## config.mk

```make
export PLATFORM = sky130hd
export DESIGN_NAME = crf_rx_framer
export DESIGN_NICKNAME = d
export VERILOG_FILES = /design/src/design/crf_pkg.sv /design/src/design/crf_rx_framer.sv /design/src/design/crf_countdown.sv
export VERILOG_INCLUDE_DIRS = /design/src /design/src/design
export SDC_FILE = /design/constraint.sdc
export NUM_CORES = 1
export LEC_CHECK = 0
export BUFFER_PORTS_ARGS = -buffer_cell sky130_fd_sc_hd__buf_2
export CAP_MARGIN = 5
export CORE_ASPECT_RATIO = 0.8
export CORE_MARGIN = 5
export CORE_UTILIZATION = 50
export DETAILED_ROUTE_END_ITERATION = 10
export PLACE_DENSITY = 0.72
export REMOVE_ABC_BUFFERS = 1
export SYNTH_ARGS = -nofsm -noshare
export SYNTH_HDL_FRONTEND = slang
export SYNTH_SLANG_ARGS = --single-unit
export TNS_END_PERCENT = 50
```

## constraint.sdc

```tcl
create_clock -name clk_in -period 7.1 [get_ports clk_in]
set_input_delay 0 -clock clk_in [delete_from_list [all_inputs] [get_ports clk_in]]
set_output_delay 0 -clock clk_in [all_outputs]
set_load 0.05 [all_outputs]
```

## src/design/crf_cfg.svh

```systemverilog
// Purpose: Constants of the contactless receive framing block
// Assumes: Included by bare name; definitions only
// Notes: Offsets, fields and counts as `define macros
`ifndef CRF_CFG_SVH
`define CRF_CFG_SVH
`define CRF_CMD_IDLE 6'h00
`define CRF_CMD_TRANSCEIVE 6'h1e
`define CRF_SOF_TICKS 8'h01
`define CRF_EOF_TICKS 8'h01
`define CRF_MS_IDLE 3'h0
`define CRF_MS_TX_SOF 3'h1
`define CRF_MS_TX_DATA 3'h2
`define CRF_MS_TX_EOF 3'h3
`define CRF_MS_TRANSITION 3'h4
`define CRF_MS_RX_WAIT 3'h5
`define CRF_MS_AWAIT 3'h6
`define CRF_MS_RECEIVING 3'h7
`define CRF_SOF_POSITION 8'h00
`define CRF_ALIGN_SUPPRESS 3'h7
`define CRF_ALIGN_RESET 3'h0
`endif

```

## src/design/crf_pkg.sv

```systemverilog
// Purpose: Types of the contactless receive framing block
// Assumes: Constants live in crf_cfg.svh
// Notes: One-hot sequencer states and port carriers
package crf_pkg;
	typedef enum logic [8:0] {
		CRF_IDLE = 9'h001,
		CRF_TX_SOF = 9'h002,
		CRF_TX_DATA = 9'h004,
		CRF_TX_EOF = 9'h008,
		CRF_GO_RX_START = 9'h010,
		CRF_RX_DELAY = 9'h020,
		CRF_AWAIT = 9'h040,
		CRF_RECEIVING = 9'h080,
		CRF_GO_RX_FINISH = 9'h100
	} crf_state_t;
	// One decoded Manchester symbol from the demodulator
	typedef struct packed {
		logic valid;
		logic is_sof;
		logic end_of_stream;
		logic [3:0] amp_first;
		logic [3:0] amp_second;
	} crf_sym_t;
	// Static settings from the host
	typedef struct packed {
		logic [3:0] collision_level_threshold;
		logic zero_after_collision_option;
		logic parity_enable;
		logic odd_parity_select;
		logic crc_enable;
		logic crc_two_bytes;
		logic [7:0] receive_wait_delay;
		logic [3:0] tx_rx_phase_setting;
	} crf_cfg_t;
	typedef struct packed {
		logic framing_error_flag;
		logic crc_error_flag;
		logic parity_error_flag;
		logic collision_error_flag;
	} crf_err_t;
endpackage

```

## src/design/crf_rx_framer.sv

```systemverilog
// Purpose: Receive collision handling, bit framing and modem sequencing
// Assumes: Symbols, bit tick and CRC check come from same-clock logic
// Notes: Transmit framing and CRC arithmetic sit outside this block
`timescale 1ns/1ns
`include "crf_cfg.svh"
module crf_rx_framer
	import crf_pkg::*;
(
	input wire logic clk_in,
	input wire logic rst_n_in,
	input wire logic bit_tick_in,
	input wire logic cmd_valid_in,
	input wire logic [5:0] cmd_code_in,
	input wire crf_cfg_t cfg_in,
	input wire logic [7:0] tx_bits_in,
	input wire logic align_load_in,
	input wire logic [2:0] align_value_in,
	input wire crf_sym_t sym_in,
	input wire logic crc_ok_in,
	output logic fifo_wr_out,
	output logic [7:0] fifo_data_out,
	output logic rx_done_out,
	output crf_err_t err_out,
	output logic [7:0] collision_position_out,
	output logic [2:0] last_byte_valid_bits_out,
	output logic [2:0] receive_alignment_offset_out,
	output logic [2:0] modem_state_field_out,
	output logic rx_sample_tick_out
);
	// Whole register state of the framer
	typedef struct packed {
		crf_state_t fsm;
		logic [7:0] tx_cnt;
		logic [3:0] bitn;
		logic [7:0] shreg;
		logic par_acc;
		logic expect_parity;
		logic first_parity;
		logic first_byte;
		logic sof_fault;
		logic collided;
		logic [7:0] pos_cnt;
		logic [7:0] coll_pos;
		logic [7:0] byte_cnt;
		logic [2:0] align;
		logic [2:0] last_bits;
		crf_err_t err;
		logic wr;
		logic [7:0] wr_data;
		logic done;
	} crf_st_t;

	// Present and next copies
	crf_st_t st;
	crf_st_t next_st;
	// Counter and decode helpers
	logic wait_load;
	logic wait_done;
	logic [3:0] weak_amp;
	logic sym_coll;
	logic sym_bit;
	logic data_bit;
	logic [7:0] byte_now;
	logic parity_want;
	logic [7:0] crc_min;

	// ==========================================
	// Receive wait and phase counters
	assign wait_load = (st.fsm == CRF_GO_RX_START) && bit_tick_in;
	crf_countdown #(.WIDTH(8)) u_rx_wait (
		.clk_in(clk_in),
		.rst_n_in(rst_n_in),
		.load_in(wait_load),
		.value_in(cfg_in.receive_wait_delay),
		.tick_in(bit_tick_in),
		.done_out(wait_done)
	);
	crf_countdown #(.WIDTH(4)) u_phase (
		.clk_in(clk_in),
		.rst_n_in(rst_n_in),
		.load_in(bit_tick_in),
		.value_in(cfg_in.tx_rx_phase_setting),
		.tick_in(1'b1),
		.done_out(rx_sample_tick_out)
	);

	// ==========================================
	// Symbol decode: weaker half against threshold
	always_comb
	begin
		weak_amp = (sym_in.amp_first < sym_in.amp_second) ? sym_in.amp_first : sym_in.amp_second;
		sym_coll = (weak_amp > cfg_in.collision_level_threshold);
		sym_bit = sym_coll ? 1'b1 : (sym_in.amp_first > sym_in.amp_second);
		// Bits after the first collision forced low
		if (cfg_in.zero_after_collision_option && st.collided)
			data_bit = 1'b0;
		else
			data_bit = sym_bit;
		byte_now = st.shreg;
		byte_now[st.bitn[2:0]] = data_bit;
		// Parity target from accumulated data bits
		parity_want = cfg_in.odd_parity_select ? ~st.par_acc : st.par_acc;
		// Shortest frame holding the CRC block
		crc_min = cfg_in.crc_two_bytes ? 8'h02 : 8'h01;
	end

	// ==========================================
	// Sequencer and receive framing
	always_comb
	begin
		next_st = st;
		next_st.wr = 1'b0;
		next_st.done = 1'b0;
		// Idle command aborts anything running
		if (cmd_valid_in && (cmd_code_in == `CRF_CMD_IDLE))
			next_st.fsm = CRF_IDLE;
		else
		begin
			case (st.fsm)

				// Wait for the host to start
				CRF_IDLE:
				begin
					// Started only by host command
					if (cmd_valid_in && (cmd_code_in == `CRF_CMD_TRANSCEIVE))
					begin
						next_st.fsm = CRF_TX_SOF;
						next_st.tx_cnt = `CRF_SOF_TICKS;
						next_st.err = '0;
						next_st.collided = 1'b0;
						next_st.coll_pos = '0;
						next_st.last_bits = '0;
					end
				end

				// Start-of-frame transmit phase
				CRF_TX_SOF:
				begin
					if (bit_tick_in)
					begin
						next_st.tx_cnt = st.tx_cnt - 8'h01;
						if (st.tx_cnt == 8'h01)
						begin
							next_st.fsm = CRF_TX_DATA;
							next_st.tx_cnt = tx_bits_in;
						end
					end
				end

				// Payload bit ticks
				CRF_TX_DATA:
				begin
					if (bit_tick_in)
					begin
						next_st.tx_cnt = st.tx_cnt - 8'h01;
						if (st.tx_cnt <= 8'h01)
						begin
							next_st.fsm = CRF_TX_EOF;
							next_st.tx_cnt = `CRF_EOF_TICKS;
						end
					end
				end

				// End-of-frame transmit phase
				CRF_TX_EOF:
				begin
					if (bit_tick_in)
					begin
						next_st.tx_cnt = st.tx_cnt - 8'h01;
						if (st.tx_cnt == 8'h01)
							next_st.fsm = CRF_GO_RX_START;
					end
				end

				// Receiver start transition
				CRF_GO_RX_START:
				begin
					if (bit_tick_in)
						next_st.fsm = CRF_RX_DELAY;
				end

				// Receive wait running
				CRF_RX_DELAY:
				begin
					if (wait_done)
						next_st.fsm = CRF_AWAIT;
				end

				// First symbol must be a start
				CRF_AWAIT:
				begin
					if (sym_in.valid)
					begin
						next_st.fsm = CRF_RECEIVING;
						next_st.bitn = {1'b0, st.align};
						next_st.pos_cnt = {5'h00, st.align};
						next_st.shreg = '0;
						next_st.par_acc = 1'b0;
						next_st.expect_parity = 1'b0;
						next_st.first_parity = 1'b1;
						next_st.first_byte = 1'b1;
						next_st.byte_cnt = '0;
						next_st.sof_fault = 1'b0;
						if (!sym_in.is_sof)
						begin
							next_st.err.framing_error_flag = 1'b1;
							next_st.sof_fault = 1'b1;
						end
						else if (sym_coll)
						begin
							next_st.err.framing_error_flag = 1'b1;
							next_st.err.collision_error_flag = 1'b1;
							next_st.collided = 1'b1;
							next_st.coll_pos = `CRF_SOF_POSITION;
							next_st.sof_fault = 1'b1;
						end
						// End at once on a lone start symbol
						if (sym_in.end_of_stream)
							next_st.fsm = CRF_GO_RX_FINISH;
					end
				end

				// Data and parity symbols
				CRF_RECEIVING:
				begin
					if (sym_in.valid && !sym_in.end_of_stream && !st.sof_fault)
					begin
						if (sym_coll)
							next_st.err.collision_error_flag = 1'b1;
						if (st.expect_parity)
						begin
							// Parity slot, not counted in position
							next_st.expect_parity = 1'b0;
							next_st.first_parity = 1'b0;
							next_st.par_acc = 1'b0;
							if (sym_coll)
								next_st.err.parity_error_flag = 1'b1;
							else if ((st.first_parity && (st.align != 3'h0)) ||
								(cfg_in.zero_after_collision_option && st.collided))
								next_st.err.parity_error_flag = st.err.parity_error_flag;
							else if (sym_bit != parity_want)
								next_st.err.parity_error_flag = 1'b1;
						end
						else
						begin
							next_st.pos_cnt = st.pos_cnt + 8'h01;
							if (sym_coll && !st.collided)
							begin
								next_st.collided = 1'b1;
								next_st.coll_pos = st.pos_cnt + 8'h01;
							end
							next_st.par_acc = st.par_acc ^ data_bit;
							next_st.shreg = byte_now;
							next_st.bitn = st.bitn + 4'h1;
							if (st.bitn == 4'h7)
							begin
								// Byte complete, forward it unless it is the first byte under alignment 7
								next_st.bitn = 4'h0;
								next_st.shreg = '0;
								next_st.first_byte = 1'b0;
								next_st.expect_parity = cfg_in.parity_enable;
								if (!(st.first_byte && (st.align == `CRF_ALIGN_SUPPRESS)))
								begin
									next_st.wr = 1'b1;
									next_st.wr_data = byte_now;
									next_st.byte_cnt = (st.byte_cnt == 8'hff) ? st.byte_cnt : st.byte_cnt + 8'h01;
								end
							end
						end
					end
					// End symbol closes the frame
					if (sym_in.valid && sym_in.end_of_stream)
						next_st.fsm = CRF_GO_RX_FINISH;
				end

				// Receiver finish transition
				CRF_GO_RX_FINISH:
				begin
					next_st.fsm = CRF_IDLE;
					next_st.done = 1'b1;
					next_st.align = `CRF_ALIGN_RESET;
					next_st.last_bits = st.bitn[2:0];
					// Flush the partial last byte
					if (!st.sof_fault && (st.bitn != 4'h0))
					begin
						next_st.wr = 1'b1;
						next_st.wr_data = st.shreg;
					end
					if (cfg_in.crc_enable && !st.sof_fault && ((st.byte_cnt < crc_min) || !crc_ok_in))
						next_st.err.crc_error_flag = 1'b1;
				end

				// Illegal code back to idle
				default:
				begin
					next_st.fsm = CRF_IDLE;
				end
			endcase
		end
		// Host write of the alignment field
		if (align_load_in && (st.fsm == CRF_IDLE))
			next_st.align = align_value_in;
	end

	// Register the whole state
	always_ff @(posedge clk_in)
	begin
		if (!rst_n_in)
		begin
			st <= '0;
			st.fsm <= CRF_IDLE;
			st.align <= `CRF_ALIGN_RESET;
		end
		else
			st <= next_st;
	end

	// ==========================================
	// Modem state encoding
	always_comb
	begin
		case (st.fsm)
			CRF_IDLE: modem_state_field_out = `CRF_MS_IDLE;
			CRF_TX_SOF: modem_state_field_out = `CRF_MS_TX_SOF;
			CRF_TX_DATA: modem_state_field_out = `CRF_MS_TX_DATA;
			CRF_TX_EOF: modem_state_field_out = `CRF_MS_TX_EOF;
			CRF_GO_RX_START: modem_state_field_out = `CRF_MS_TRANSITION;
			CRF_GO_RX_FINISH: modem_state_field_out = `CRF_MS_TRANSITION;
			CRF_RX_DELAY: modem_state_field_out = `CRF_MS_RX_WAIT;
			CRF_AWAIT: modem_state_field_out = `CRF_MS_AWAIT;
			CRF_RECEIVING: modem_state_field_out = `CRF_MS_RECEIVING;
			default: modem_state_field_out = `CRF_MS_IDLE;
		endcase
	end

	// ==========================================
	// Registered outputs
	assign fifo_wr_out = st.wr;
	assign fifo_data_out = st.wr_data;
	assign rx_done_out = st.done;
	assign err_out = st.err;
	assign collision_position_out = st.coll_pos;
	assign last_byte_valid_bits_out = st.last_bits;
	assign receive_alignment_offset_out = st.align;
endmodule

```

## src/design/crf_countdown.sv

```systemverilog
// Purpose: Loadable down-counter giving a done pulse
// Assumes: Load and tick from the same clock
// Notes: Done is high one cycle once count reaches zero
`timescale 1ns/1ns
module crf_countdown
	import crf_pkg::*;
#(
	parameter int WIDTH = 8
)
(
	input wire logic clk_in,
	input wire logic rst_n_in,
	input wire logic load_in,
	input wire logic [WIDTH-1:0] value_in,
	input wire logic tick_in,
	output logic done_out
);
	typedef struct packed {
		logic armed;
		logic [WIDTH-1:0] cnt;
	} crf_cd_t;
	crf_cd_t st;
	crf_cd_t next_st;
	// ==========================================
	// Count down on tick while armed
	always_comb
	begin
		next_st = st;
		if (load_in)
		begin
			next_st.armed = 1'b1;
			next_st.cnt = value_in;
		end
		else if (st.armed && (st.cnt == '0))
			next_st.armed = 1'b0;
		else if (st.armed && tick_in)
			next_st.cnt = st.cnt - 1'b1;
	end
	always_ff @(posedge clk_in)
	begin
		if (!rst_n_in)
			st <= '0;
		else
			st <= next_st;
	end
	// Done while armed at zero
	assign done_out = st.armed && (st.cnt == '0) && !load_in;
endmodule

```

# After elaboration in Yosys (flattened, before gate mapping)

Cells that the tools add are included.

Output and inout bits: 32
Word-level logic and storage cells: 237
ROM bits: 0
Bits in latches: 0
Memories kept: 0
RAM bits: 0
Flip-flop bits (word level): 93

Bitwise logic cells: 4
$lt $le $gt $ge: 7
Divide/modulo/power cells: 0
Reduce and logical (&&, ||, !) cells: 65
Shift operators: 0
Add/subtract/negate cells: 6
Multiplexer cells: 86
Equality and inequality tests: 43
Multipliers: 0

Operators with widths:

| kind                                                               | count |
|---|---|
| 17-bit 2-to-1 mux                                                  | 6 |
| 9-bit 2-to-1 mux                                                   | 11 |
| 8-bit 2-to-1 mux                                                   | 9 |
| 9-bit case mux with 8 select lines                                 | 1 |
| 25-bit 2-to-1 mux                                                  | 2 |
| 2-bit inequality test, second input constant                       | 22 |
| 42-bit 2-to-1 mux                                                  | 1 |
| 16-bit case mux with 2 select lines                                | 1 |
| 8-bit case mux with 2 select lines                                 | 2 |
| 8-bit case mux with 4 select lines                                 | 1 |
| 1-bit 2-to-1 mux                                                   | 26 |
| 12-bit 2-to-1 mux                                                  | 2 |
| 8-bit case mux with 3 select lines                                 | 1 |
| 3-bit case mux with 7 select lines                                 | 1 |
| 1-bit logical AND                                                  | 20 |
| 20-bit 2-to-1 mux                                                  | 1 |
| 2-bit nonzero test                                                 | 10 |
| 9-bit case mux with 2 select lines                                 | 1 |
| 6-bit AND reduction                                                | 3 |
| 8-bit by 1-bit adder with 8-bit output, second input constant      | 2 |
| 16-bit 2-to-1 mux                                                  | 1 |
| 8-bit by 1-bit subtractor with 8-bit output, second input constant | 2 |
| 5-bit AND reduction                                                | 3 |
| 7-bit AND reduction                                                | 2 |
| 52 further kinds                                                   | 80 |

# Logic depth before layout (Yosys ltp)

Gate-level depths: netlist of run 1.

Depth in word-level cells: 13
Depth in mapped cells: 14

# By module

A second synthesis of run 1 with hierarchy kept.

Cells, all modules: 727
Area, all modules: 5,710.5 µm²

Modules (own cells, without submodules):

| module                    | cells each | area each (µm²) | times used |
|---|---|---|---|
| crf_rx_framer             | 625        | 4,824.6         | 1 |
| crf_countdown (u_rx_wait) | 66         | 584.3           | 1 |
| crf_countdown (u_phase)   | 36         | 301.5           | 1 |

# Least setup slack after synthesis of run 1

No wires, ideal clock.

Kind: register -> register
Start point: reg u_phase.st[0] (netlist bit)
End point: reg u_phase.st[0] (netlist bit)
Buffers on the path: 0
Setup slack: 4,040 ps
Library setup time: 132 ps
Cell stages (with the launch flop): 8
Data arrival time: 2,927 ps
Path through: dfxtp_1 -> inv_1 -> ha_1 -> nor4b_1 -> o21bai_1 -> nor3_1 -> a21oi_1 -> a21oi_1

Cells in the longest elaborated chain, start to end: 4

Ends and longest elaborated chain:

| item                                                                           | RTL line                                 | RTL |
|---|---|---|
| start: declaration                                                             | crf_countdown.sv:22                      | `crf_cd_t st;` |
| start signal: assignment                                                       | crf_countdown.sv:44                      | `st <= next_st;` |
| 4-bit by 1-bit subtractor with 4-bit output or 4-bit zero test (tied branches) | crf_countdown.sv:37, crf_countdown.sv:34 |  |
| 4-bit 2-to-1 mux or 1-bit logical AND (tied branches)                          | crf_countdown.sv:36, crf_countdown.sv:34 |  |
| 4-bit 2-to-1 mux or 2-bit inequality test (tied branches)                      | --                                       |  |
| 5-bit 2-to-1 mux or 2-bit AND reduction (tied branches)                        | --                                       |  |

Parallel ways exist; a longest one is shown, timed or not. The select of a mux whose other input is x is not followed.
A chain may end at the register's enable or synchronous reset.

# Worst setup path after layout of run 1

Start point: in sym_in[2] (netlist bit)
End point: reg st[53] (netlist bit)

Cells in the longest elaborated chain, start to end: 10

Ends and longest elaborated chain:

| item                                  | RTL line             | RTL |
|---|---|---|
| start: declaration                    | crf_rx_framer.sv:18  | `input wire crf_sym_t sym_in,` |
| 4-bit less-than comparator            | crf_rx_framer.sv:91  | `weak_amp = (sym_in.amp_first < sym_in.amp_second) ? sym_in.amp_first : sym_in.amp_second;` |
| 4-bit 2-to-1 mux                      | crf_rx_framer.sv:91  |  |
| 4-bit > comparator                    | crf_rx_framer.sv:92  | `sym_coll = (weak_amp > cfg_in.collision_level_threshold);` |
| 1-bit 2-to-1 mux *                    | crf_rx_framer.sv:93  | `sym_bit = sym_coll ? 1'b1 : (sym_in.amp_first > sym_in.amp_second);` |
| 1-bit 2-to-1 mux *                    | crf_rx_framer.sv:95  | `if (cfg_in.zero_after_collision_option && st.collided)` |
| 8-bit bitwise mux *                   | crf_rx_framer.sv:100 | `byte_now[st.bitn[2:0]] = data_bit;` |
| 12-bit 2-to-1 mux *                   | crf_rx_framer.sv:255 | `if (st.bitn == 4'h7)` |
| 12-bit 2-to-1 mux *                   | crf_rx_framer.sv:230 | `if (st.expect_parity)` |
| 16-bit 2-to-1 mux *                   | crf_rx_framer.sv:226 | `if (sym_in.valid && !sym_in.end_of_stream && !st.sof_fault)` |
| 16-bit case mux with 2 select lines * | crf_rx_framer.sv:119 | `case (st.fsm)` |
| end signal: assignment                | crf_rx_framer.sv:315 | `st <= next_st;` |
| end: declaration                      | crf_rx_framer.sv:54  | `crf_st_t st;` |

Every way passes the cells marked *; elsewhere a longest branch is shown, timed or not. The select of a mux whose other input is x is not followed.

==> results of run 1 <==
[cell usage in the layout, fill, tap and decap left out, types with 21 or more instances in the layout]
cell	n
sky130_fd_sc_hd__a21oi_1	59
sky130_fd_sc_hd__buf_2	86
sky130_fd_sc_hd__dfxtp_1	93
sky130_fd_sc_hd__dlygate4sd3_1	21
sky130_fd_sc_hd__inv_1	25
sky130_fd_sc_hd__nand2_1	74
sky130_fd_sc_hd__nand3_1	44
sky130_fd_sc_hd__nor2_1	49
sky130_fd_sc_hd__o21ai_0	27
sky130_fd_sc_hd__o21ai_1	32
[worst min-delay path by stage]
stage	from	depth (start not counted)	end
detailed placement	tx_bits_in[6]	3	st[68]
finish	cfg_in[15]	4	st[48]
global placement	tx_bits_in[6]	3	st[68]
global route	sym_in[9]	3	err_out[3]
CTS	cfg_in[11]	3	u_rx_wait.st[7]
floorplan	bit_tick_in	1	u_rx_wait.st[4]
[power by group through the flow]
stage / registers [mW] / clock network (mW) / logic [mW]
2_1_floorplan: 0.544 / 0 / 0.0443
3_3_place_gp: 0.541 / 0 / 0.0809
3_5_place_dp: 0.541 / 0 / 0.0846
4_1_cts: 0.529 / 0.504 / 0.0944
5_1_grt: 0.530 / 0.523 / 0.105
6_report: 0.529 / 0.500 / 0.0961
[cell type report]
cell class	count	area (um^2)
Tap cell	144	180
Timing Repair Buffer	110	663
Clock buffer	12	236
Sequential cell	93	1860
Multi-Input combinational cell	549	3410
Inverter	25	93.8
Clock inverter	2	60.1
Fill cell	1018	4520
[per-stage QoR]
stage / area (um^2) / hold slack [ns] / setup slack, ns / utilization, %
5_1_grt: 6500 / 0.0367 / 3.56 / 59.0
3_5_place_dp: 6000 / 0.223 / 3.64 / 54.4
4_1_cts: 6500 / 0.0111 / 3.89 / 59.0
2_1_floorplan: 5360 / 0.0966 / 4.01 / -
6_report: 6500 / 0.0153 / 3.88 / 59.0
3_3_place_gp: 6000 / 0.199 / 4.04 / 54.4
[worst min-delay path, stage by stage]
cell	delay (ns)
sky130_fd_sc_hd__buf_2	0.11
sky130_fd_sc_hd__nand3_1	0.05
sky130_fd_sc_hd__or3_1	0.09
sky130_fd_sc_hd__a21oi_1	0.05
[registers in the layout, indices dropped and copies added (netlist names)]
signal,cells
collision_position_out,8
err_out,4
fifo_data_out,8
fifo_wr_out,1
last_byte_valid_bits_out,3
receive_alignment_offset_out,3
rx_done_out,1
st,51
u_phase.st,5
u_rx_wait.st,9
[layer usage]
| metal | track usage [%] | part of all wire [%] | vias to the layer above |
|---|---|---|---|
| li1 | - | - | 2778 |
| met5 | 0 | 0 | - |
| met4 | 5.27 | 1.4 | 0 |
| met1 | 30.9 | 45 | 2673 |
| met3 | 3.94 | 7.7 | 31 |
| met2 | 36.5 | 46 | 235 |
[timing repair]
| action | 4_1_cts | 5_1_grt |
|---|---|---|
| hold buffers | 21 | 0 |
| buffers inserted | 0 | 0 |
| endpoints found under the hold margin | 18 | 0 |
[kinds of logic (layout without fill, tap and decap cells)]
| kind of cell | after synthesis | count (layout) | synth area share, % |
|---|---|---|---|
| xor+xnor | 19 | 19 | 2.92 |
| mux | 6 | 6 | 1.05 |
| fa+ha+maj | 19 | 19 | 4.16 |
| simple gates | 292 | 292 | 27.6 |
| flops | 93 | 93 | 32.6 |
| compound gates | 213 | 213 | 23.9 |
| buf+inv | 86 | 149 | 7.69 |
==> results.md, run 1 <==
| Step | Result | Value |
|:---|:---|:---|
| placement | Placed wire-length estimate | 11,100 um |
| cts | Maximum number of buffers from clock root to sink | 2 |
| timing | Slew Limit Fails | 0 |
| setup path | CP max stage delay | 0.58 ns |
| pwr | Power density over the cells | 173 mW/mm^2 |
| die | Number of rows created at floorplan | 34 |
| drt | Post-route ant nets | 0 |
| grt | Remaining Overflow, GRT | 0 |
| grt | Wire length of the first global-routing pass | 25,700 um |
| timing | Shortest clock period the worst path allows after layout | 3.22 ns |
| logic synthesis | Largest area contributor in the synthesized netlist | sky130_fd_sc_hd__dfxtp_1 |
| die | Die outline width | 129 um |
| setup path | Crit-path max FO | 8 |
| setup path | WS Path Type | in2reg |
| drt | Number of DRC violations after detailed-routing iteration 0 | 523 |
| grt | Antenna violations before repair | 0 |
| setup path | Critical Path Stages | 14 |
| timing | Final cycle utilization of the critical path | 45.4% |
| drt | Detailed-route wire length per cell | 16.6 um |
| die | Core Box Area | 0.0110 mm^2 |
| timing | Max-slew headroom at the worst pin | 40.3% |
| setup path | Data arrival time of the worst path | 3.45 ns |
| logic synthesis | Synth top area cells | sky130_fd_sc_hd__dfxtp_1, sky130_fd_sc_hd__a21oi_1, sky130_fd_sc_hd__nand2_1 |
| cts | Clock slew seen by the registers of the worst setup and hold paths | 0.06 ns |
| setup path | Data required time of the critical path | 7.32 ns |
| logic synthesis | Post-synthesis average cell area | 7.84 um^2 |
| drt | Detailed Routing Iterations Pass 1 | 5 |
| placement | Placed insts | 900 |
| pwr | Internal Power | 0.872 mW |
| setup path | Kind of end point of the critical path | register |
| cts | Number of resized instances in the post-cts repair step | 0 |
| worst hold path | Path category of the worst min-delay check | in2reg |
| pwr | Fraction of power consumed by combinational cells | 8.5% |
| timing | Achievable clock frequency | 310 MHz |
| logic synthesis | Post-synthesis cell type count | 79 |
| cts | Num CTS Buffers | 9 |
| cts | CTS tree | done |
| cts | Later-pin clock latency in the skew report | 0.34 ns |
| logic synthesis | Main synth FF type | sky130_fd_sc_hd__dfxtp_1 |
| drt | Vias | 5,717 |
| placement | Count of buffers from port buffering | 86 |
| cts | Clk sinks | 93 |
| logic synthesis | Area fraction of the dominant cell type after synthesis | 32.6% |
| die | Height of the die | 106 um |
| logic synthesis | Top cell types by occurrence after synthesis | sky130_fd_sc_hd__dfxtp_1, sky130_fd_sc_hd__nand2_1, sky130_fd_sc_hd__a21oi_1 |
| timing | Hold Violations, Final | 0 |
| setup path | Worst R2R Setup Slack | 3.90 ns |
| drt | Via-to-Cell Ratio | 6.11 |
| cts | CTS root buf | sky130_fd_sc_hd__clkbuf_16 |
| grt | Overall global routing resource usage | 22.4% |
| timing | Unrepaired setup endpoints after global routing | false |
| pwr | Leakage power of the design | 2.48 nW |
| setup path | Cell Chain, Critical Path | buf_2, inv_1, ha_1, a21oi_1, o21ai_0, a21oi_1, o21ai_0, ha_1, nor2b_1, o211a_1, o21ai_0, a21boi_1, nand3_1, o41ai_1 |
| logic synthesis | Synthesis-stage register bit count | 93 |
| layout | # nets final | 862 |
| setup path | Last element of the critical path | st[53] |
| setup path | Worst path buffer plus inverter count | 2 |
| status | Result of the run | completed |
| pwr | Clock power frac | 44.4% |
| setup path | CP Launch Point | sym_in[2] |
| grt | Vias in the first global route | 5,395 |
| pwr | Net Sw Frac | 22.6% |
| timing | Final setup viols | 0 |
| logic synthesis | Number of enable-type register cells in the synthesized netlist | 0 |
| grt | Pin count of the biggest net entering global routing | 40 |
| die | Initial Utilization | 51.8% |
| timing | Skew final | 0.00548 ns |
| layout | Fraction of layout cells with a size suffix above 1 | 15.2% |
| logic synthesis | Post-synthesis sequential area ratio | 32.6% |
| drt | Post-route DRC | 0 |
| logic synthesis | Number of warnings printed during yosys synthesis | 0 |
| die | Num ports | 87 |
| logic synthesis | Cell area after synthesis | 0.00571 mm^2 |
| setup path | Worst R2R Path Depth | 7 |
| setup path | Most used cell, CP | sky130_fd_sc_hd__o21ai_0 |
| drt | Sum of routed wire length over all layers | 15,600 um |
| placement | Routability cong. | 0.929 |
| pwr | Largest voltage drop on the vdd net | 0.134 mV |
| layout | Antenna diode count | 0 |
| timing | Slew at the pin closest to its max-slew limit | 0.894 ns |
| setup path | Category of the worst setup path launch point | primary input |
| die | Floorplan die area | 0.0137 mm^2 |
| setup path | Crit-path leading delay family | compound AO/OA/AOI/OAI gates |
| pwr | Switching component of the power | 0.254 mW |
| setup path | Critical-path top delay cell | sky130_fd_sc_hd__a21boi_1 |
| layout | Number of standard cells in the final layout excluding fillers | 935 |
| layout | Area growth, synth to finish | 13.9% |
| cts | CTS H-tree depth | 3 |
| pwr | Part of the total power dissipated in sequential elements | 47.0% |
| timing | Post-route setup TNS | 0 ns |
| logic synthesis | Most common cell in the netlist | sky130_fd_sc_hd__dfxtp_1 |
| pwr | Power consumption | 1.13 mW |
| logic synthesis | Cell count after synthesis | 728 |
| setup path | Startpoint of the worst register-to-register path | st[73] |
| logic synthesis | Share of flip-flops with an asynchronous set or reset | 0% |
| setup path | Critical R2R Capture | fifo_data_out[0] |
| flow run | Max-cap violations | 0 |
(Power assumes the default switching activity.)
==> inputs of run 2 (changes only) <==
Settings changed: PLACE_DENSITY 0.72 to 0.74.
Clock period 7.1 ns to 2.8 ns, I/O delays scaled along.
==> results.md, run 2 (synthesis results as in run 1) <==
| Step | Result | Value | vs previous |
|:---|:---|:---|:---|
| grt | Antenna violations before repair | 0 | unchanged |
| timing | Skew final | 0.00734 ns | +0.00186 ns |
| grt | Wire length of the first global-routing pass | 26,500 um | +3.2% |
| setup path | Worst path buffer plus inverter count | 0 | -2 |
| setup path | Data arrival time of the worst path | 2.98 ns | -0.47 ns |
| grt | Overall global routing resource usage | 23.3% | +0.97 points |
| placement | Placed insts | 920 | +2.2% |
| cts | CTS root buf | sky130_fd_sc_hd__clkbuf_16 |  |
| drt | Sum of routed wire length over all layers | 16,100 um | +3.8% |
| layout | Area growth, synth to finish | 17.1% |  |
| setup path | Kind of end point of the critical path | register |  |
| layout | Register bank with the most flops | st |  |
| pwr | Net Sw Frac | 22.6% | -0.030 points |
| flow run | Max-cap violations | 0 | unchanged |
| setup path | Crit-path max FO | 11 | +3 |
| layout | Fraction of layout cells with a size suffix above 1 | 17.6% | +2.4 points |
| layout | Utilization after layout | 60.7% | +1.7 points |
| setup path | Category of the worst setup path launch point | register |  |
| pwr | Clock power frac | 44.6% | +0.2 points |
| grt | Vias in the first global route | 5,483 | +1.6% |
| layout | Antenna diode count | 0 | unchanged |
| setup path | WS Path Type | reg2reg |  |
| pwr | Part of the total power dissipated in sequential elements | 46.4% | -0.6 points |
| timing | Slew at the pin closest to its max-slew limit | 0.777 ns | -0.117 ns |
| pwr | Switching component of the power | 0.653 mW | +160% |
| setup path | Crit-path leading delay family | simple AND/OR/NAND/NOR gates |  |
| die | Height of the die | 106 um | unchanged |
| die | Floorplan die area | 0.0137 mm^2 | unchanged |
| pwr | Internal Power | 2.24 mW | +160% |
| pwr | Leakage power of the design | 2.59 nW | +4.4% |
| cts | CTS H-tree depth | 3 | unchanged |
| layout | Leading cell type in the layout, fill and taps excluded | sky130_fd_sc_hd__dfxtp_1 |  |
| setup path | Most used cell, CP | sky130_fd_sc_hd__a21oi_1 |  |
| setup path | Data required time of the critical path | 3.08 ns | -4.24 ns |
| timing | Achievable clock frequency | 370 MHz |  |
| placement | Count of buffers from port buffering | 86 | unchanged |
| cts | Clk sinks | 93 | unchanged |
| placement | Routability cong. | 0.904 | -2.7% |
| grt | Pin count of the biggest net entering global routing | 39 | -2.5% |
| drt | Number of DRC violations after detailed-routing iteration 0 | 567 | +8.4% |
| layout | Area occupied by registers | 0.00186 mm^2 | about the same |
| timing | Slew Limit Fails | 0 | unchanged |
| setup path | Critical-path top delay cell | sky130_fd_sc_hd__dfxtp_1 |  |
| cts | # Post-CTS Setup Buffers | 0 | unchanged |
| drt | Detailed-route wire length per cell | 16.9 um | +1.5% |
| setup path | Cell Chain, Critical Path | ha_1, nand3b_1, nor3_1, a21oi_1, or4_1, a21oi_1 |  |
| layout | Area of combinational cells with multiple inputs | 0.00341 mm^2 | +0.15% |
| drt | Vias | 5,870 | +2.7% |
| pwr | Fraction of power consumed by combinational cells | 9.0% | +0.5 points |
| timing | Final cycle utilization of the critical path | 96.5% |  |
| layout | Number of flip-flops in the largest register | 51 | unchanged |
| timing | Final setup viols | 0 | unchanged |
| grt | Remaining Overflow, GRT | 0 | unchanged |
| layout | # nets final | 884 | +2.6% |
| layout | Top Registers | st: 51 flops, u_rx_wait.st: 9 flops |  |
| cts | CTS tree | done |  |
| die | Die outline width | 129 um | unchanged |
| cts | Maximum number of buffers from clock root to sink | 2 | unchanged |
| worst hold path | Path category of the worst min-delay check | in2reg |  |
| layout | Fill cell total of the finished layout | 967 | -5.0% |
| pwr | Largest voltage drop on the vdd net | 0.434 mV | +220% |
| drt | Via-to-Cell Ratio | 6.14 | +0.42% |
| layout | Commonest cells after routing, fill and taps aside | sky130_fd_sc_hd__dfxtp_1, sky130_fd_sc_hd__buf_2, sky130_fd_sc_hd__nand2_1, sky130_fd_sc_hd__a21oi_1, sky130_fd_sc_hd__nor2_1 |  |
| cts | Clock slew seen by the registers of the worst setup and hold paths | 0.07 ns | about the same |
| drt | Detailed Routing Iterations Pass 1 | 5 | unchanged |
| die | Core Box Area | 0.0110 mm^2 | unchanged |
| timing | Hold Violations, Final | 0 | unchanged |
| die | Number of rows created at floorplan | 34 | unchanged |
| timing | Shortest clock period the worst path allows after layout | 2.70 ns |  |
| die | Initial Utilization | 51.8% | unchanged |
| timing | Max-slew headroom at the worst pin | 48.2% | +7.9 points |
| die | Num ports | 87 | unchanged |
| drt | Post-route DRC | 0 | unchanged |
| setup path | CP max stage delay | 0.59 ns | about the same |
| drt | Post-route ant nets | 0 | unchanged |
| layout | Number of standard cells in the final layout excluding fillers | 956 | +2.2% |
| status | Result of the run | completed |  |
| timing | Post-route setup TNS | 0 ns | unchanged |
| placement | Placed wire-length estimate | 11,500 um | +3.7% |
| cts | Later-pin clock latency in the skew report | 0.35 ns | about the same |
| cts | Num CTS Buffers | 9 | unchanged |
| pwr | Power density over the cells | 433 mW/mm^2 | +150% |
==> run 2: layout make-up <==
| type | instances | area share [%] |
|---|---|---|
| clock inverters | 2 | 0.898 |
| repair buffers | 132 | 12.5 |
| inverters | 25 | 1.40 |
| multi-input cells | 549 | 51.0 |
| flip-flops and latches | 93 | 27.9 |
| well taps | 144 | 2.70 |
| clock buffers | 11 | 3.63 |
==> run 2: path summary, 6_finish.rpt <==
kind                                           startpoint                   endpoint  slack [ns]  cells after the start
worst max-delay path                               st[58]                     st[20]         0.1                      6
worst min-delay path                            cfg_in[1]              u_phase.st[1]        0.02                      3
worst max register to register                     st[58]                     st[20]         0.1                      6
worst min register to register  collision_position_out[2]  collision_position_out[2]        0.46                      2
==> run 2: per-layer routing <==
metal | vias up | track usage (%) | part of all wire (%)
met5 | - | 0 | 0
met4 | 0 | 7.72 | 2.2
met3 | 32 | 5.01 | 7.5
met2 | 225 | 35.6 | 45
met1 | 2779 | 32.8 | 45
li1 | 2834 | - | -
==> run 2: power groups by stage <==
stage / sequential (mW) / combinational [mW] / clock [mW]
after global placement: 1.37 / 0.219 / 0
after floorplan: 1.38 / 0.112 / 0
after detailed placement: 1.37 / 0.229 / 0
after global routing: 1.34 / 0.287 / 1.37
final: 1.34 / 0.261 / 1.29
after CTS: 1.34 / 0.256 / 1.30
==> run 2: through the flow <==
step / hold slack (ns) / setup WS (ns) / instance area [um^2] / total power, mW
finish: 0.0239 / 0.0986 / 6690 / 2.90
detailed placement: 0.213 / -0.0324 / 6150 / 1.60
CTS: 0.00471 / 0.0446 / 6680 / 2.90
floorplan: 0.0966 / -0.294 / 5360 / 1.49
global route: 0.0334 / -0.0116 / 6690 / 3.00
global placement: 0.202 / 0.145 / 6150 / 1.59
==> run 2: repair_timing <==
item	CTS	global route
setup endpoints to repair	0	3
gates resized for setup	0	3
hold endpoints to repair	20	0
hold buffers	23	0
==> run 2: tightest hold or removal path, cell delays in order <==
cell and delay, ns:
sky130_fd_sc_hd__buf_2 0.08, sky130_fd_sc_hd__a211oi_1 0.06, sky130_fd_sc_hd__a211oi_1 0.19
==> inputs of run 3 (changes only) <==
Settings changed: ABC_AREA set to 1, SYNTH_HIERARCHICAL set to 1.
==> results.md, run 3 <==
| Step | Result | Value | vs previous |
|:---|:---|:---|:---|
| cts | CTS root buf | sky130_fd_sc_hd__clkbuf_16 |  |
| setup path | Worst R2R Path Depth | 16 | +10 |
| setup path | Critical R2R Capture | st[73] |  |
| status | Result of the run | completed |  |
| flow run | Max-cap violations | 0 | unchanged |
| drt | Detailed route wirelength on metal3 | 1160 um | -4.4% |
| timing | Final cycle utilization of the critical path | 82.1% | -14 points |
| die | Initial Utilization | 50.5% | -1.3 points |
| logic synthesis | Post-synthesis adder-cell area fraction | 3.88% | -0.29 points |
| setup path | Critical-path top delay cell | sky130_fd_sc_hd__dfxtp_1 |  |
| grt | Pin count of the biggest net entering global routing | 38 | -2.6% |
| timing | Max-slew headroom at the worst pin | 57.0% | +8.7 points |
| die | Floorplan die area | 0.0153 mm^2 | +12% |
| placement | Placed wire-length estimate | 12,300 um | +6.7% |
| grt | Overall global routing resource usage | 21.6% | -1.7 points |
| layout | Fraction of layout cells with a size suffix above 1 | 16.5% | -1.1 points |
| grt | Remaining Overflow, GRT | 0 | unchanged |
| setup path | Crit-path max FO | 9 | -2 |
| placement | Placed insts | 1,242 | +35% |
| cts | Clock slew seen by the registers of the worst setup and hold paths | 0.07 ns | about the same |
| logic synthesis | Post-synthesis cell type count | 49 | -38% |
| logic synthesis | Multiplexer share of the synthesized area | 0% | -1.1 points |
| timing | Skew final | 0.0101 ns | +0.00273 ns |
| layout | Area growth, synth to finish | 12.1% |  |
| logic synthesis | Cell count after synthesis | 1,019 | +40% |
| worst hold path | Path category of the worst min-delay check | in2reg |  |
| layout | # nets final | 1,163 | +32% |
| placement | Count of buffers from port buffering | 86 | unchanged |
| worst hold path | Number of cells on the worst hold path | 5 | +2 |
| setup path | WS Path Type | reg2reg |  |
| cts | Num CTS Buffers | 9 | unchanged |
| layout | Antenna diode count | 0 | unchanged |
| setup path | Worst path buffer plus inverter count | 2 | +2 |
| timing | Post-route setup TNS | 0 ns | unchanged |
| pwr | Largest voltage drop on the vdd net | 0.339 mV | -22% |
| cts | Later-pin clock latency in the skew report | 0.35 ns | about the same |
| logic synthesis | Largest area contributor in the synthesized netlist | sky130_fd_sc_hd__dfxtp_1 |  |
| logic synthesis | Complex-gate fraction of the synthesized area | 10.6% | -13 points |
| logic synthesis | Post-synthesis sequential area ratio | 28.8% | -3.8 points |
| timing | Shortest clock period the worst path allows after layout | 2.30 ns | -0.403 ns |
| logic synthesis | Fraction of the mapped netlist area in simple logic gates | 42.4% | +15 points |
| die | Die outline width | 137 um | +5.9% |
| drt | Highest routed layer | met4 |  |
| timing | Achievable clock frequency | 435 MHz | +18% |
| cts | Maximum number of buffers from clock root to sink | 2 | unchanged |
| timing | Final setup viols | 0 | unchanged |
| setup path | Worst R2R Setup Slack | 0.50 ns | +0.40 ns |
| pwr | Power density over the cells | 696 mW/mm^2 | +61% |
| setup path | Kind of end point of the critical path | register |  |
| logic synthesis | Most common cell in the netlist | sky130_fd_sc_hd__nand2_1 |  |
| drt | Via-to-Cell Ratio | 5.11 | -17% |
| drt | Sum of routed wire length over all layers | 16,400 um | +1.6% |
| layout | Fill cell total of the finished layout | 1,307 | +35% |
| timing | Unrepaired setup endpoints after global routing | false |  |
| logic synthesis | Top cell types by occurrence after synthesis | sky130_fd_sc_hd__nand2_1, sky130_fd_sc_hd__nor2_1, sky130_fd_sc_hd__inv_1 |  |
| layout | Number of flip-flops in the largest register | 51 | unchanged |
| die | Height of the die | 112 um | +5.8% |
| placement | Routability cong. | 0.893 | -1.2% |
| pwr | Leakage power of the design | 3.44 nW | +33% |
| layout | Register bank with the most flops | st |  |
| drt | Met1 Wirelength | 7940 um | +8.9% |
| drt | Detailed Routing Iterations Pass 1 | 5 | unchanged |
| setup path | Data arrival time of the worst path | 2.52 ns | -0.46 ns |
| setup path | Crit-path leading delay family | simple AND/OR/NAND/NOR gates |  |
| logic synthesis | Number of enable-type register cells in the synthesized netlist | 0 | unchanged |
| drt | Detailed-route wire length per cell | 12.9 um | -23% |
| grt | Antenna violations before repair | 0 | unchanged |
| logic synthesis | Number of warnings printed during yosys synthesis | 6 | +6 |
| layout | Top Registers | st: 51 flops, u_rx_wait/st: 9 flops |  |
| setup path | CP max stage delay | 0.35 ns | -0.24 ns |
| drt | Post-route DRC | 0 | unchanged |
| cts | Clk sinks | 93 | unchanged |
| logic synthesis | Synthesis-stage register bit count | 93 | unchanged |
| setup path | Category of the worst setup path launch point | register |  |
| setup path | Startpoint of the worst register-to-register path | st[70] |  |
| setup path | Cell Chain, Critical Path | nor2_4, nand2_4, nor3_1, nand3_1, nor2_1, nor2_1, nand2_2, inv_1, inv_1, nand4_1, nand2_1, nor2_4, nand3_4, nand2_1, nand2_1, nor2_1 |  |
| grt | Wire length of the first global-routing pass | 27,500 um | +3.7% |
| timing | Hold Violations, Final | 0 | unchanged |
| logic synthesis | Main synth FF type | sky130_fd_sc_hd__dfxtp_1 |  |
| logic synthesis | Synth top area cells | sky130_fd_sc_hd__dfxtp_1, sky130_fd_sc_hd__nand2_1, sky130_fd_sc_hd__nand3_1 |  |
| drt | Number of DRC violations after detailed-routing iteration 0 | 470 | -17% |
| cts | CTS H-tree depth | 3 | unchanged |
| layout | Commonest cells after routing, fill and taps aside | sky130_fd_sc_hd__nand2_1, sky130_fd_sc_hd__nor2_1, sky130_fd_sc_hd__inv_1, sky130_fd_sc_hd__nand3_1, sky130_fd_sc_hd__dfxtp_1 |  |
| logic synthesis | XOR/XNOR Fraction of Synth Area | 1.90% | -1.0 points |
| logic synthesis | Share of flip-flops with an asynchronous set or reset | 0% | unchanged |
| layout | Leading cell type in the layout, fill and taps excluded | sky130_fd_sc_hd__nand2_1 |  |
| worst hold path | Hold Startpoint | tx_bits_in[7] |  |
| logic synthesis | Area fraction of the dominant cell type after synthesis | 28.8% | -3.8 points |
| setup path | Data required time of the critical path | 3.02 ns | -0.06 ns |
| drt | Detailed-routed wire length on met2 | 7090 um | -2.7% |
| layout | Number of standard cells in the final layout excluding fillers | 1,268 | +33% |
| die | Num ports | 87 | unchanged |
| drt | Vias | 6,481 | +10% |
| die | Number of rows created at floorplan | 37 | +8.8% |
| logic synthesis | Cell area after synthesis | 0.00646 mm^2 | +13% |
| placement | Dpl ws | 0.244 ns | +0.276 ns |
| worst hold path | End of the worst hold path | st[69] |  |
| timing | Slew Limit Fails | 0 | unchanged |
| logic synthesis | Main combinational cell family by area after synthesis | simple AND/OR/NAND/NOR gates |  |
| cts | CTS tree | done |  |
| timing | Final worst slack | 0.502 ns | +0.403 ns |
| grt | Vias in the first global route | 5,876 | +7.2% |
| timing | Slew at the pin closest to its max-slew limit | 0.643 ns | -0.133 ns |
| die | Core Box Area | 0.0128 mm^2 | +16% |
| drt | Post-route ant nets | 0 | unchanged |
| logic synthesis | Post-synthesis average cell area | 6.34 um^2 | -19% |
## run 3: cell types whose count changed in the layout (fill, tap and decap cells not counted), sizes merged, moves of 14 or more
cell / change
buf: -20
a21oi: +18
inv: +109
nand4: +16
nand3: +56
nor4: -14
nand2: +217
nor2: +94
o21ai: -23
## run 3: worst max path at each step
| stage | to | slack, ns | depth (start not counted) | start |
|---|---|---|---|---|
| floorplan | st[78] | 0.67 | 15 | st[70] |
| global placement | fifo_data_out[6] | 0.38 | 18 | sym_in[3] |
| detailed placement | fifo_data_out[3] | 0.24 | 20 | sym_in[3] |
| CTS | st[74] | 0.56 | 16 | st[70] |
| global route | fifo_data_out[0] | 0.26 | 18 | sym_in[3] |
| finish | st[73] | 0.50 | 16 | st[70] |
## run 3: worst min-delay path, delay by kind of cell
family                 cells  cell delay (ns)
AO/OA/AOI/OAI              1             0.05
AND/OR/NAND/NOR            3             0.15
buffers and inverters      1             0.10
## run 3: cell families (layout without fill, tap and decap cells)
| group | Yosys count | in the layout |
|---|---|---|
| and+or+nand+nor | 589 | 589 |
| buffers and inverters | 176 | 250 |
| AOI/OAI and AO/OA | 126 | 126 |
| DFF | 93 | 93 |
| adders and majority gates | 20 | 20 |
| xor gates and xnor gates | 14 | 14 |
| other | 1 | 1 |
## run 3: layer usage
metal / up-vias / track usage (%)
met5: - / 0
li1: 3379 / -
met1: 2881 / 30.7
met3: 20 / 4.20
met4: 0 / 5.12
met2: 201 / 33.7
## run 3: repair_timing
action,in CTS,in global routing
setup buffers,0,0
hold endpoints to repair,10,0
gates resized for setup,0,0
hold buffers,10,0
## run 3: power breakdown
part	switching [mW]	leakage (nW)	internal, mW
registers	0.122	0.754	1.46
clock network	0.536	0.140	0.697
logic	1.56	2.55	0.659
total	2.22	3.44	2.82
## run 3: layout make-up
class / count / area [um^2] / share of cell area [%]
inverters: 135 / 510 / 7.05
flip-flops and latches: 93 / 1860 / 25.7
multi-input cells: 750 / 3800 / 52.5
repair buffers: 99 / 553 / 7.64
well taps: 175 / 219 / 3.03
clock inverters: 5 / 60.1 / 0.830
clock buffers: 11 / 233 / 3.22
## run 3: metrics by stage
stage | util [%] | hold slack, ns | power (mW) | area, um^2
6_report | 56.6 | 0.00758 | 5.03 | 7240
5_1_grt | 56.6 | 0.0315 | 5.41 | 7240
4_1_cts | 56.6 | 0.000483 | 5.05 | 7240
3_5_place_dp | 53.6 | 0.264 | 3.79 | 6840
3_3_place_gp | 53.6 | 0.257 | 3.76 | 6840
2_1_floorplan | - | 0.121 | 3.28 | 6170
